$ cat src/tsp_defines.vh
// constants for the transmit segment end, error and empty-byte block
`ifndef TSP_DEFINES_VH
`define TSP_DEFINES_VH
`define TSP_NUM_SEG        4
`define TSP_DATA_W         128
`define TSP_EMPTY_W        4
`define TSP_BYTES_W        5
`define TSP_SEG_BYTES      5'h10
`define TSP_EMPTY_LOW_MASK 4'h8
`define TSP_ERR_CODE_WORD  128'hFEFE_FEFE_FEFE_FEFE_FEFE_FEFE_FEFE_FEFE
`define TSP_BUF_DEPTH      2
`endif

$ cat src/tsp_tx_segment_end.v
// transmit segment end, error and empty-byte handling with output buffer
// What this block does
// - the end marker is looked at only when that segment's enable is high.
// - the error flag is looked at only when both enable and end marker are high.
// - a bad packet's last data word is replaced by the Ethernet error control word.
// - frame check handling is switched off for a bad packet only and resumes for the next.
// - each segment has a four-bit count of invalid bytes on the final transfer, which are trimmed.
// - the empty-byte count is looked at only when both enable and end marker are high.
// - with end and error both high the low three count bits are taken as zero, the top bit as given.
// - four independent segments, zero to three, each with its own end, error and count inputs.
// - a segment's 128-bit data is captured in every cycle its enable is high and the buffer has room; when full the word is dropped.
`timescale 1ns/10ps
`include "tsp_defines.vh"
module tsp_tx_segment_end #(
   parameter NUM_SEG = `TSP_NUM_SEG,
   parameter DATA_W  = `TSP_DATA_W,
   parameter EMPTY_W = `TSP_EMPTY_W
) (
   input  wire                   CLOCK,
   input  wire                   RST_B,
   input  wire [NUM_SEG-1:0]     SEG_VALID_ENABLE,
   input  wire [NUM_SEG-1:0]     SEG_START_MARKER,
   input  wire [NUM_SEG-1:0]     SEG_END_MARKER,
   input  wire [NUM_SEG-1:0]     SEG_BAD_PACKET_FLAG,
   input  wire [NUM_SEG*EMPTY_W-1:0] SEG_EMPTY_BYTE_COUNT,
   input  wire [NUM_SEG*DATA_W-1:0]  SEG_PAYLOAD_BUS,
   output reg                    SEG_READY,
   output reg                    SEG_OVERFLOW,
   output reg                    OUT_VALID,
   input  wire                   OUT_READY,
   output reg  [NUM_SEG-1:0]     OUT_SEG_VALID,
   output reg  [NUM_SEG-1:0]     OUT_SEG_START,
   output reg  [NUM_SEG-1:0]     OUT_SEG_END,
   output reg  [NUM_SEG-1:0]     OUT_SEG_ERROR,
   output reg  [NUM_SEG*5-1:0]   OUT_SEG_BYTE_COUNT,
   output reg  [NUM_SEG-1:0]     OUT_SEG_FCS_ENABLE,
   output reg  [NUM_SEG*DATA_W-1:0] OUT_SEG_DATA
);
   localparam SEG_W = DATA_W + 5 + 5;
   localparam BUF_W = NUM_SEG * SEG_W;

   wire [BUF_W-1:0] in_word;
   wire [BUF_W-1:0] buf_word;
   wire             buf_valid;
   wire             buf_in_ready;
   wire             take_out;
   wire             any_enable;

   assign any_enable = |SEG_VALID_ENABLE;
   assign take_out   = ~OUT_VALID | OUT_READY;

   // per segment qualification; bit order of segments sets byte order
   genvar g;
   generate
      for (g = 0; g < NUM_SEG; g = g + 1) begin : g_seg
         wire            ena;
         wire            sop;
         wire            eop;
         wire            err;
         wire [EMPTY_W-1:0] empty;
         wire [4:0]      bytes;
         wire [DATA_W-1:0] data;
         assign ena   = SEG_VALID_ENABLE[g];
         assign sop   = ena & SEG_START_MARKER[g];
         assign eop   = ena & SEG_END_MARKER[g];
         assign err   = eop & SEG_BAD_PACKET_FLAG[g];
         // empty count only used at the end; low bits forced to zero on error
         assign empty = ~eop ? {EMPTY_W{1'b0}} :
                        err  ? (SEG_EMPTY_BYTE_COUNT[g*EMPTY_W +: EMPTY_W] & `TSP_EMPTY_LOW_MASK) :
                               SEG_EMPTY_BYTE_COUNT[g*EMPTY_W +: EMPTY_W];
         // valid bytes left after trimming the empty ones
         assign bytes = ~ena ? 5'h00 : (`TSP_SEG_BYTES - {1'b0, empty});
         // bad packet: last word replaced by error control word
         assign data  = err ? `TSP_ERR_CODE_WORD : SEG_PAYLOAD_BUS[g*DATA_W +: DATA_W];
         // frame check stays on for enabled segments, off only where a bad packet ends
         assign in_word[g*SEG_W +: SEG_W] = {data, bytes, ena, sop, eop, err, ena & ~err};
      end
   endgenerate

   tsp_skid_buffer #(
      .WIDTH (BUF_W)
   ) u_buf (
      .clk       (CLOCK),
      .rst_b     (RST_B),
      .in_valid  (any_enable),
      .in_ready  (buf_in_ready),
      .in_data   (in_word),
      .out_valid (buf_valid),
      .out_ready (take_out),
      .out_data  (buf_word)
   );

   // registered output stage, segments kept in order zero to three
   integer i;
   always @(posedge CLOCK) begin
      if (!RST_B) begin
         SEG_READY          <= 1'b0;
         SEG_OVERFLOW       <= 1'b0;
         OUT_VALID          <= 1'b0;
         OUT_SEG_VALID      <= {NUM_SEG{1'b0}};
         OUT_SEG_START      <= {NUM_SEG{1'b0}};
         OUT_SEG_END        <= {NUM_SEG{1'b0}};
         OUT_SEG_ERROR      <= {NUM_SEG{1'b0}};
         OUT_SEG_BYTE_COUNT <= {NUM_SEG*5{1'b0}};
         OUT_SEG_FCS_ENABLE <= {NUM_SEG{1'b0}};
         OUT_SEG_DATA       <= {NUM_SEG*DATA_W{1'b0}};
      end else begin
         SEG_READY <= buf_in_ready;
         if (any_enable && !buf_in_ready) begin
            SEG_OVERFLOW <= 1'b1;
         end
         if (take_out) begin
            OUT_VALID <= buf_valid;
            for (i = 0; i < NUM_SEG; i = i + 1) begin
               OUT_SEG_FCS_ENABLE[i]      <= buf_valid & buf_word[i*SEG_W];
               OUT_SEG_ERROR[i]           <= buf_valid & buf_word[i*SEG_W+1];
               OUT_SEG_END[i]             <= buf_valid & buf_word[i*SEG_W+2];
               OUT_SEG_START[i]           <= buf_valid & buf_word[i*SEG_W+3];
               OUT_SEG_VALID[i]           <= buf_valid & buf_word[i*SEG_W+4];
               // empty buffer slots are never shown, so no stale word leaks out
               OUT_SEG_BYTE_COUNT[i*5 +: 5] <= buf_valid ? buf_word[i*SEG_W+5 +: 5] : 5'h00;
               OUT_SEG_DATA[i*DATA_W +: DATA_W] <= buf_valid ? buf_word[i*SEG_W+10 +: DATA_W] : {DATA_W{1'b0}};
            end
         end
      end
   end
endmodule // tsp_tx_segment_end

$ cat src/tsp_skid_buffer.v
// two-entry buffer with valid and ready on both sides
`timescale 1ns/10ps
module tsp_skid_buffer #(
   parameter WIDTH = 8
) (
   input  wire             clk,
   input  wire             rst_b,
   input  wire             in_valid,
   output wire             in_ready,
   input  wire [WIDTH-1:0] in_data,
   output wire             out_valid,
   input  wire             out_ready,
   output wire [WIDTH-1:0] out_data
);
   reg [WIDTH-1:0] mem [0:1];
   reg             wr_ptr;
   reg             rd_ptr;
   reg [1:0]       count;
   wire            do_wr;
   wire            do_rd;

   assign in_ready  = (count != 2'd2);
   assign out_valid = (count != 2'd0);
   assign out_data  = mem[rd_ptr];
   assign do_wr     = in_valid & in_ready;
   assign do_rd     = out_valid & out_ready;

   always @(posedge clk) begin
      if (do_wr) begin
         mem[wr_ptr] <= in_data;
      end
      if (!rst_b) begin
         wr_ptr <= 1'b0;
         rd_ptr <= 1'b0;
         count  <= 2'd0;
      end else begin
         if (do_wr) begin
            wr_ptr <= ~wr_ptr;
         end
         if (do_rd) begin
            rd_ptr <= ~rd_ptr;
         end
         if (do_wr && !do_rd) begin
            count <= count + 2'd1;
         end else if (do_rd && !do_wr) begin
            count <= count - 2'd1;
         end
      end
   end
endmodule // tsp_skid_buffer

$ cat config.mk
export PLATFORM = sky130hd
export DESIGN_NAME = tsp_tx_segment_end
export DESIGN_NICKNAME = d
export VERILOG_FILES = /design/src/tsp_tx_segment_end.v /design/src/tsp_skid_buffer.v
export VERILOG_INCLUDE_DIRS = /design/src /design/src/src
export SDC_FILE = /design/constraint.sdc
export NUM_CORES = 2
export LEC_CHECK = 0
export ABC_AREA = 0
export BUFFER_PORTS_ARGS = -buffer_cell sky130_fd_sc_hd__clkbuf_2
export CELL_PAD_IN_SITES_DETAIL_PLACEMENT = 0
export CELL_PAD_IN_SITES_GLOBAL_PLACEMENT = 1
export CORE_AREA = 2 2 427 429
export DETAILED_ROUTE_END_ITERATION = 16
export DIE_AREA = 0 0 429 431
export PLACE_DENSITY = 0.68
export REMOVE_ABC_BUFFERS = 1
export SLEW_MARGIN = 20
export SYNTH_ARGS = -nofsm -noshare
export SYNTH_HDL_FRONTEND = slang
export SYNTH_HIERARCHICAL = 1
export SYNTH_SLANG_ARGS = --single-unit
$ cat constraint.sdc
create_clock -name CLOCK -period 34.3 [get_ports CLOCK]
set_input_delay 3.43 -clock CLOCK [delete_from_list [all_inputs] [get_ports CLOCK]]
set_output_delay 3.43 -clock CLOCK [all_outputs]
set_load 0.01 [all_outputs]
* After elaboration in Yosys (flattened, before gate mapping)
Memory sizes are Yosys's and may differ from the RTL's. A register that Yosys moved wholly into a read port is not among the register bits.
Cells that the tools add are included.
** Word-level totals
- Flip-flop bits (word level) :: 559
- Memory bits (writable) :: 1104
- Input bits :: 547
- Output and inout bits :: 555
- Memories kept :: 1
** Memories
- u_buf.mem :: depth 2, bits a word 552, read ports 1, clocked after Yosys merged registers in 1, write ports 1, line tsp_skid_buffer.v:15 : reg [WIDTH-1:0] mem [0:1];
** Operators by class
- $add $sub $neg :: 6
- Eq/ne operators :: 1
- Multiplexer cells :: 30
- Bitwise logic cells :: 46
- Reductions and logical operators :: 9
** Operators by type and width (count)
- 128-bit two-way mux :: 8
- 5-bit two-way mux :: 8
- 1-bit AND :: 38
- 5-bit by 4-bit subtractor with 5-bit output (first input constant) :: 4
- 4-bit two-way mux :: 4
- 3-bit two-way mux :: 4
- 1-bit inverter :: 7
- 1-bit two-way mux :: 4
- 2-bit two-way mux :: 2
- 2-bit nonzero test :: 2
- 4-bit OR reduction :: 1
- 1-bit logical AND :: 3
- 1-bit zero test :: 3
- 2-bit by 1-bit adder with 2-bit output (second input constant) :: 1
- 2-bit inequality test (second input constant) :: 1
- 2-bit by 1-bit subtractor with 2-bit output (second input constant) :: 1
- 1-bit bitwise OR :: 1

* Longest topological paths before layout
- Depth after elaboration :: 6
- Mapped depth :: 10
- Mapped depth without buffers :: 7

* By module
Netlist, hierarchy kept.
** By module, submodules not included
- tsp_skid_buffer :: times used 1, cells each 1741, area each 40102.2 um2, sequential area each 33251.9 um2
- tsp_tx_segment_end :: times used 1, cells each 3122, area each 25346.8 um2, sequential area each 11110.7 um2

* Least setup slack after synthesis
No wires, ideal clock.
- Path type :: in2reg
- From :: in SEG_VALID_ENABLE[2]
- To :: mem u_buf/mem[1][0] (netlist name), enable pin
- Arrival :: 16.079 ns
- Required time :: 33.308 ns
- Setup slack :: 17.229 ns
- Cell stages on the path :: 2
- Cell sequence :: or4_1 > and3_1
** Between the ends
- Cells in the longest elaborated chain, start to end :: 4
** RTL lines
- start, declared :: line tsp_tx_segment_end.v:21 : input wire [NUM_SEG-1:0] SEG_VALID_ENABLE,
- 4-bit OR reduction :: line tsp_tx_segment_end.v:49 : assign any_enable = |SEG_VALID_ENABLE;
- 1-bit AND :: line tsp_skid_buffer.v:25 : assign do_wr = in_valid & in_ready;
- 1-bit two-way mux :: line tsp_skid_buffer.v:29 : if (do_wr) begin
- 1-bit two-way mux (implied by the code) :: line tsp_skid_buffer.v:30 : mem[wr_ptr] <= in_data;
- end, declared :: line tsp_skid_buffer.v:15
Every way passes these cells.

* Worst setup path in the final report
- From :: in SEG_VALID_ENABLE[1]
- To :: mem u_buf/mem[0][21] (netlist name), enable pin
** Between the ends
- Cells in the longest elaborated chain, start to end :: 4
** RTL lines
- 4-bit OR reduction :: line tsp_tx_segment_end.v:49
- named net any_enable :: line tsp_tx_segment_end.v:47 : wire any_enable;
- 1-bit AND :: line tsp_skid_buffer.v:25
- 1-bit two-way mux :: line tsp_skid_buffer.v:29
- 1-bit two-way mux (implied by the code) :: line tsp_skid_buffer.v:30
The timed path passes the listed nets, and every way through them passes these cells.

==> out/summary.json <==
{
  "outcome": {
    "status": "completed"
  },
  "power": {
    "max-vdd-ir-drop_v": 0.00005050,
    "power.clock.fraction_pct": 31.0,
    "internal_power_uw": 4367,
    "power_switching_share_pct": 30.66,
    "pwr-share-comb_pct": 23.7,
    "total_power_density_per_cell_area_nw_per_um2": 80.20,
    "power.switching_uw": 1931,
    "power.share.sequential_pct": 45.3,
    "power.leakage_uw": 0.02941
  },
  "global_route": {
    "grt_use_met3_pct": 4.286,
    "grt_ovf": 0,
    "via_count_of_the_first_global_routing_pass": 41580,
    "largest_net_degree_at_the_start_of_global_routing": 171,
    "grt_pass1_wl_um": 273800,
    "globalRoute.busiestLayer": "met2",
    "globalRouteMet2Util_pct": 33.32,
    "grt.met1_usage_pct": 23.57,
    "grt_util_all_layers_pct": 19.66,
    "antenna_violations_before_repair": 53
  },
  "clock_tree": {
    "clkSlewWorstSetupHoldPaths_ns": 0.06,
    "cts-root-to-sink-buffers": 3,
    "clock_insertion_delay_worst_skew_ns": 0.84,
    "clock_sink_count": 1664,
    "numCtsBuffers": 178,
    "ctsHoldBuffers": 0,
    "cts.repair_timing.setup_buffer_count": 0,
    "post_cts.resized_instances": 0,
    "cts-root-buf": "sky130_fd_sc_hd__clkbuf_16",
    "cts_htree_levels": 4,
    "cts_tree": "done"
  },
  "floorplan": {
    "core_region_area_sq_um": 180200,
    "top_level_ports": 1102,
    "die_ar_sq_um": 184900,
    "chipWidth_um": 429,
    "initial_core_util_pct": 36.33,
    "rows": 156,
    "chipHeight_um": 431
  },
  "worst_setup_path": {
    "worst_r2r_path_depth": 7,
    "regToRegStartpoint": "u_buf/count[0]$_SDFFE_PN0P_",
    "worstSetupEndpointType": "flip-flop",
    "timing.setup.critical_path_class": "in -> reg",
    "worst_path_required_time_ns": 34.74,
    "critPathMaxFanout": 99,
    "start_kind": "input pin",
    "cp.arrival_ns": 6.69,
    "worst_r2r_endpoint": "OUT_SEG_DATA[491]$_SDFFE_PN0P_",
    "reg2reg_setup_slack_ns": 29.23
  },
  "final_layout": {
    "layout_commonest_cell": "sky130_fd_sc_hd__edfxtp_1",
    "final.fill_count": 16807,
    "most-common-layout-cells": "1104 x sky130_fd_sc_hd__edfxtp_1, 1100 x sky130_fd_sc_hd__clkbuf_2, 564 x sky130_fd_sc_hd__nand2_1",
    "layout-drive-gt1-share_pct": 32.28,
    "finish.cell_count_without_fillers": 8397,
    "nNetsFinal": 6388,
    "area_growth_pct": 19.98
  },
  "sta": {
    "setup_tns_ns": 0,
    "final_hold_viol_count": 0,
    "rsz0062_at_grt": "no",
    "timing.final.max_slew_violations": 0,
    "min_period_ns": 6.254,
    "slew_headroom_pct": 23.43,
    "timing.fmax_ghz": 0.1599,
    "setup_viol": 0,
    "worst_clock_skew_ns": 0.03915,
    "max_slew.worst_pin.slew_ns": 1.148,
    "fin_crit_share_pct": 18.23
  },
  "synth": {
    "synthesis.area_sq_um": 65450,
    "netlist_instances": 4863,
    "synth.avg_cell_area_sq_um": 13.46,
    "yosysUniqueCellTypes": 33,
    "yosys_warnings": 6,
    "ys_seq_area_share_pct": 67.78,
    "ys_ff_latch": 1664
  },
  "job": {
    "max-cap-violations": 0
  },
  "hold_path": {
    "worstHoldEndpoint": "OUT_SEG_DATA[287]$_SDFFE_PN0P_",
    "hold-path-cell-count": 2,
    "hp-start": "OUT_SEG_DATA[287]$_SDFFE_PN0P_",
    "hold_path.class": "reg -> reg"
  },
  "placement": {
    "place_inst": 8026,
    "routabilityCongestion": 0.8501,
    "numPortBuffers": 1101,
    "dp_hpwl_um": 119400
  },
  "route": {
    "detailedRoute.firstIterationViolations": 2513,
    "drt_wl_total_um": 188400,
    "avgViaCountPerCell": 4.928,
    "post-route-drc-count": 0,
    "routed_wirelength_normalized_by_instance_count_um": 22.43,
    "first_pass_iters": 5,
    "final_antenna_net_count": 0,
    "dr_total_vias": 41382
  }
}
## how the worst max path moves through the flow
| stage | startpoint | to | slack [ns] | cells after the start |
|---|---|---|---|---|
| after floorplan | OUT_READY | u_buf/count[1]$_SDFFE_PN0P_ | -3.74 | 6 |
| after global placement | SEG_VALID_ENABLE[1] | u_buf/mem[0][319]$_DFFE_PP_ | 27.22 | 6 |
| after detailed placement | SEG_VALID_ENABLE[1] | u_buf/mem[0][409]$_DFFE_PP_ | 27.18 | 6 |
| after CTS | SEG_VALID_ENABLE[1] | u_buf/mem[0][33]$_DFFE_PP_ | 28.10 | 6 |
| after global routing | SEG_VALID_ENABLE[1] | u_buf/mem[0][385]$_DFFE_PP_ | 27.89 | 6 |
| final | SEG_VALID_ENABLE[1] | u_buf/mem[0][21]$_DFFE_PP_ | 28.05 | 6 |
## state kept, by name, summed over array words and instances (netlist names), 2 cells and up, named ones only
register            cells
OUT_SEG_BYTE_COUNT     20
OUT_SEG_DATA          512
OUT_SEG_END             4
OUT_SEG_ERROR           4
OUT_SEG_FCS_ENABLE      4
OUT_SEG_START           4
OUT_SEG_VALID           4
u_buf/count             2
u_buf/mem            1104
## through the flow
| stage | util [%] | total power (uW) | hold WS, ns | worst slack [ns] | cell area (sq um) |
|---|---|---|---|---|---|
| floorplan | - | 4214 | 0.4751 | -3.738 | 63450 |
| global placement | 40.23 | 4389 | 0.4366 | 27.22 | 72480 |
| detailed placement | 40.23 | 4412 | 0.4436 | 27.18 | 72480 |
| CTS | 43.54 | 6378 | 0.4493 | 28.10 | 78440 |
| global route | 43.59 | 6592 | 0.4607 | 27.89 | 78520 |
| finish | 43.59 | 6298 | 0.4462 | 28.05 | 78530 |
## layer usage
| layer | part of all wire [%] | up-vias |
|---|---|---|
| met5 | 0.079 | - |
| met4 | 4.7 | 26 |
| met3 | 5.2 | 341 |
| met2 | 50 | 1100 |
| met1 | 40 | 20582 |
| li1 | - | 19333 |
## synth_stat cells (all sizes together)
| master | n | area [sq um] |
|---|---|---|
| or4 | 1 | 7.510 |
| buf | 244 | 1550 |
| a21bo | 1 | 10.01 |
| xnor2 | 2 | 17.52 |
| clkbuf | 120 | 450.4 |
| xor2 | 5 | 43.79 |
| nor2b | 6 | 37.54 |
| o21ai | 10 | 50.05 |
| edfxtp | 1104 | 33150 |
| mux2 | 552 | 6216 |
| nor3 | 4 | 20.02 |
| dfxtp | 560 | 11210 |
| o21a | 1 | 7.510 |
| inv | 10 | 37.54 |
| or2 | 1 | 6.260 |
| ha | 5 | 62.56 |
| a21oi | 5 | 25.02 |
| a21boi | 554 | 4159 |
| or3 | 5 | 31.28 |
| nand2b | 449 | 2809 |
| nand3 | 556 | 2783 |
| nor2 | 4 | 15.01 |
| and2 | 89 | 556.8 |
| and3 | 5 | 31.28 |
| nand3b | 5 | 37.54 |
| clkinv | 1 | 5.000 |
| nand2 | 564 | 2117 |
## worst max-delay path, cell delays in order
cell                       delay [ns]
sky130_fd_sc_hd__clkbuf_2        0.26
sky130_fd_sc_hd__or4_1           0.24
sky130_fd_sc_hd__nand3b_1        0.22
sky130_fd_sc_hd__inv_8           0.63
sky130_fd_sc_hd__buf_4           0.80
sky130_fd_sc_hd__buf_4           0.87
## cell type report
class                      count  area (sq um)  share of cell area, %
sequential                  1664         44370                  56.50
tap                         2370          2965                  3.776
timing repair buffer        1157          5978                  7.613
inverter                      11         65.06                0.08286
clock buffer                 261          5059                  6.442
multi-input combinational   2824         19110                  24.33
clock inverter                75         895.9                  1.141
antenna                       35         87.58                 0.1115
## kinds of logic after synthesis
kind of cell               count (synthesis)  synth area share, %
xor gates and xnor gates                   7              0.09368
muxes                                    552                9.497
and+or+nand+nor                         1689                12.91
adders and majority gates                  5              0.09559
buffers and inverters                    375                3.122
DFF                                     1664                67.78
AOI/OAI and AO/OA                        571                6.496
## power by group through the flow
stage | registers [uW] | logic [uW] | clock network [uW]
after global placement | 2880 | 1510 | 0
after detailed placement | 2890 | 1520 | 0
after global routing | 2900 | 1620 | 2070
after floorplan | 3170 | 1040 | 0
after CTS | 2850 | 1530 | 2000
final | 2850 | 1490 | 1950
No activity file was read; power rests on OpenSTA's default activity.
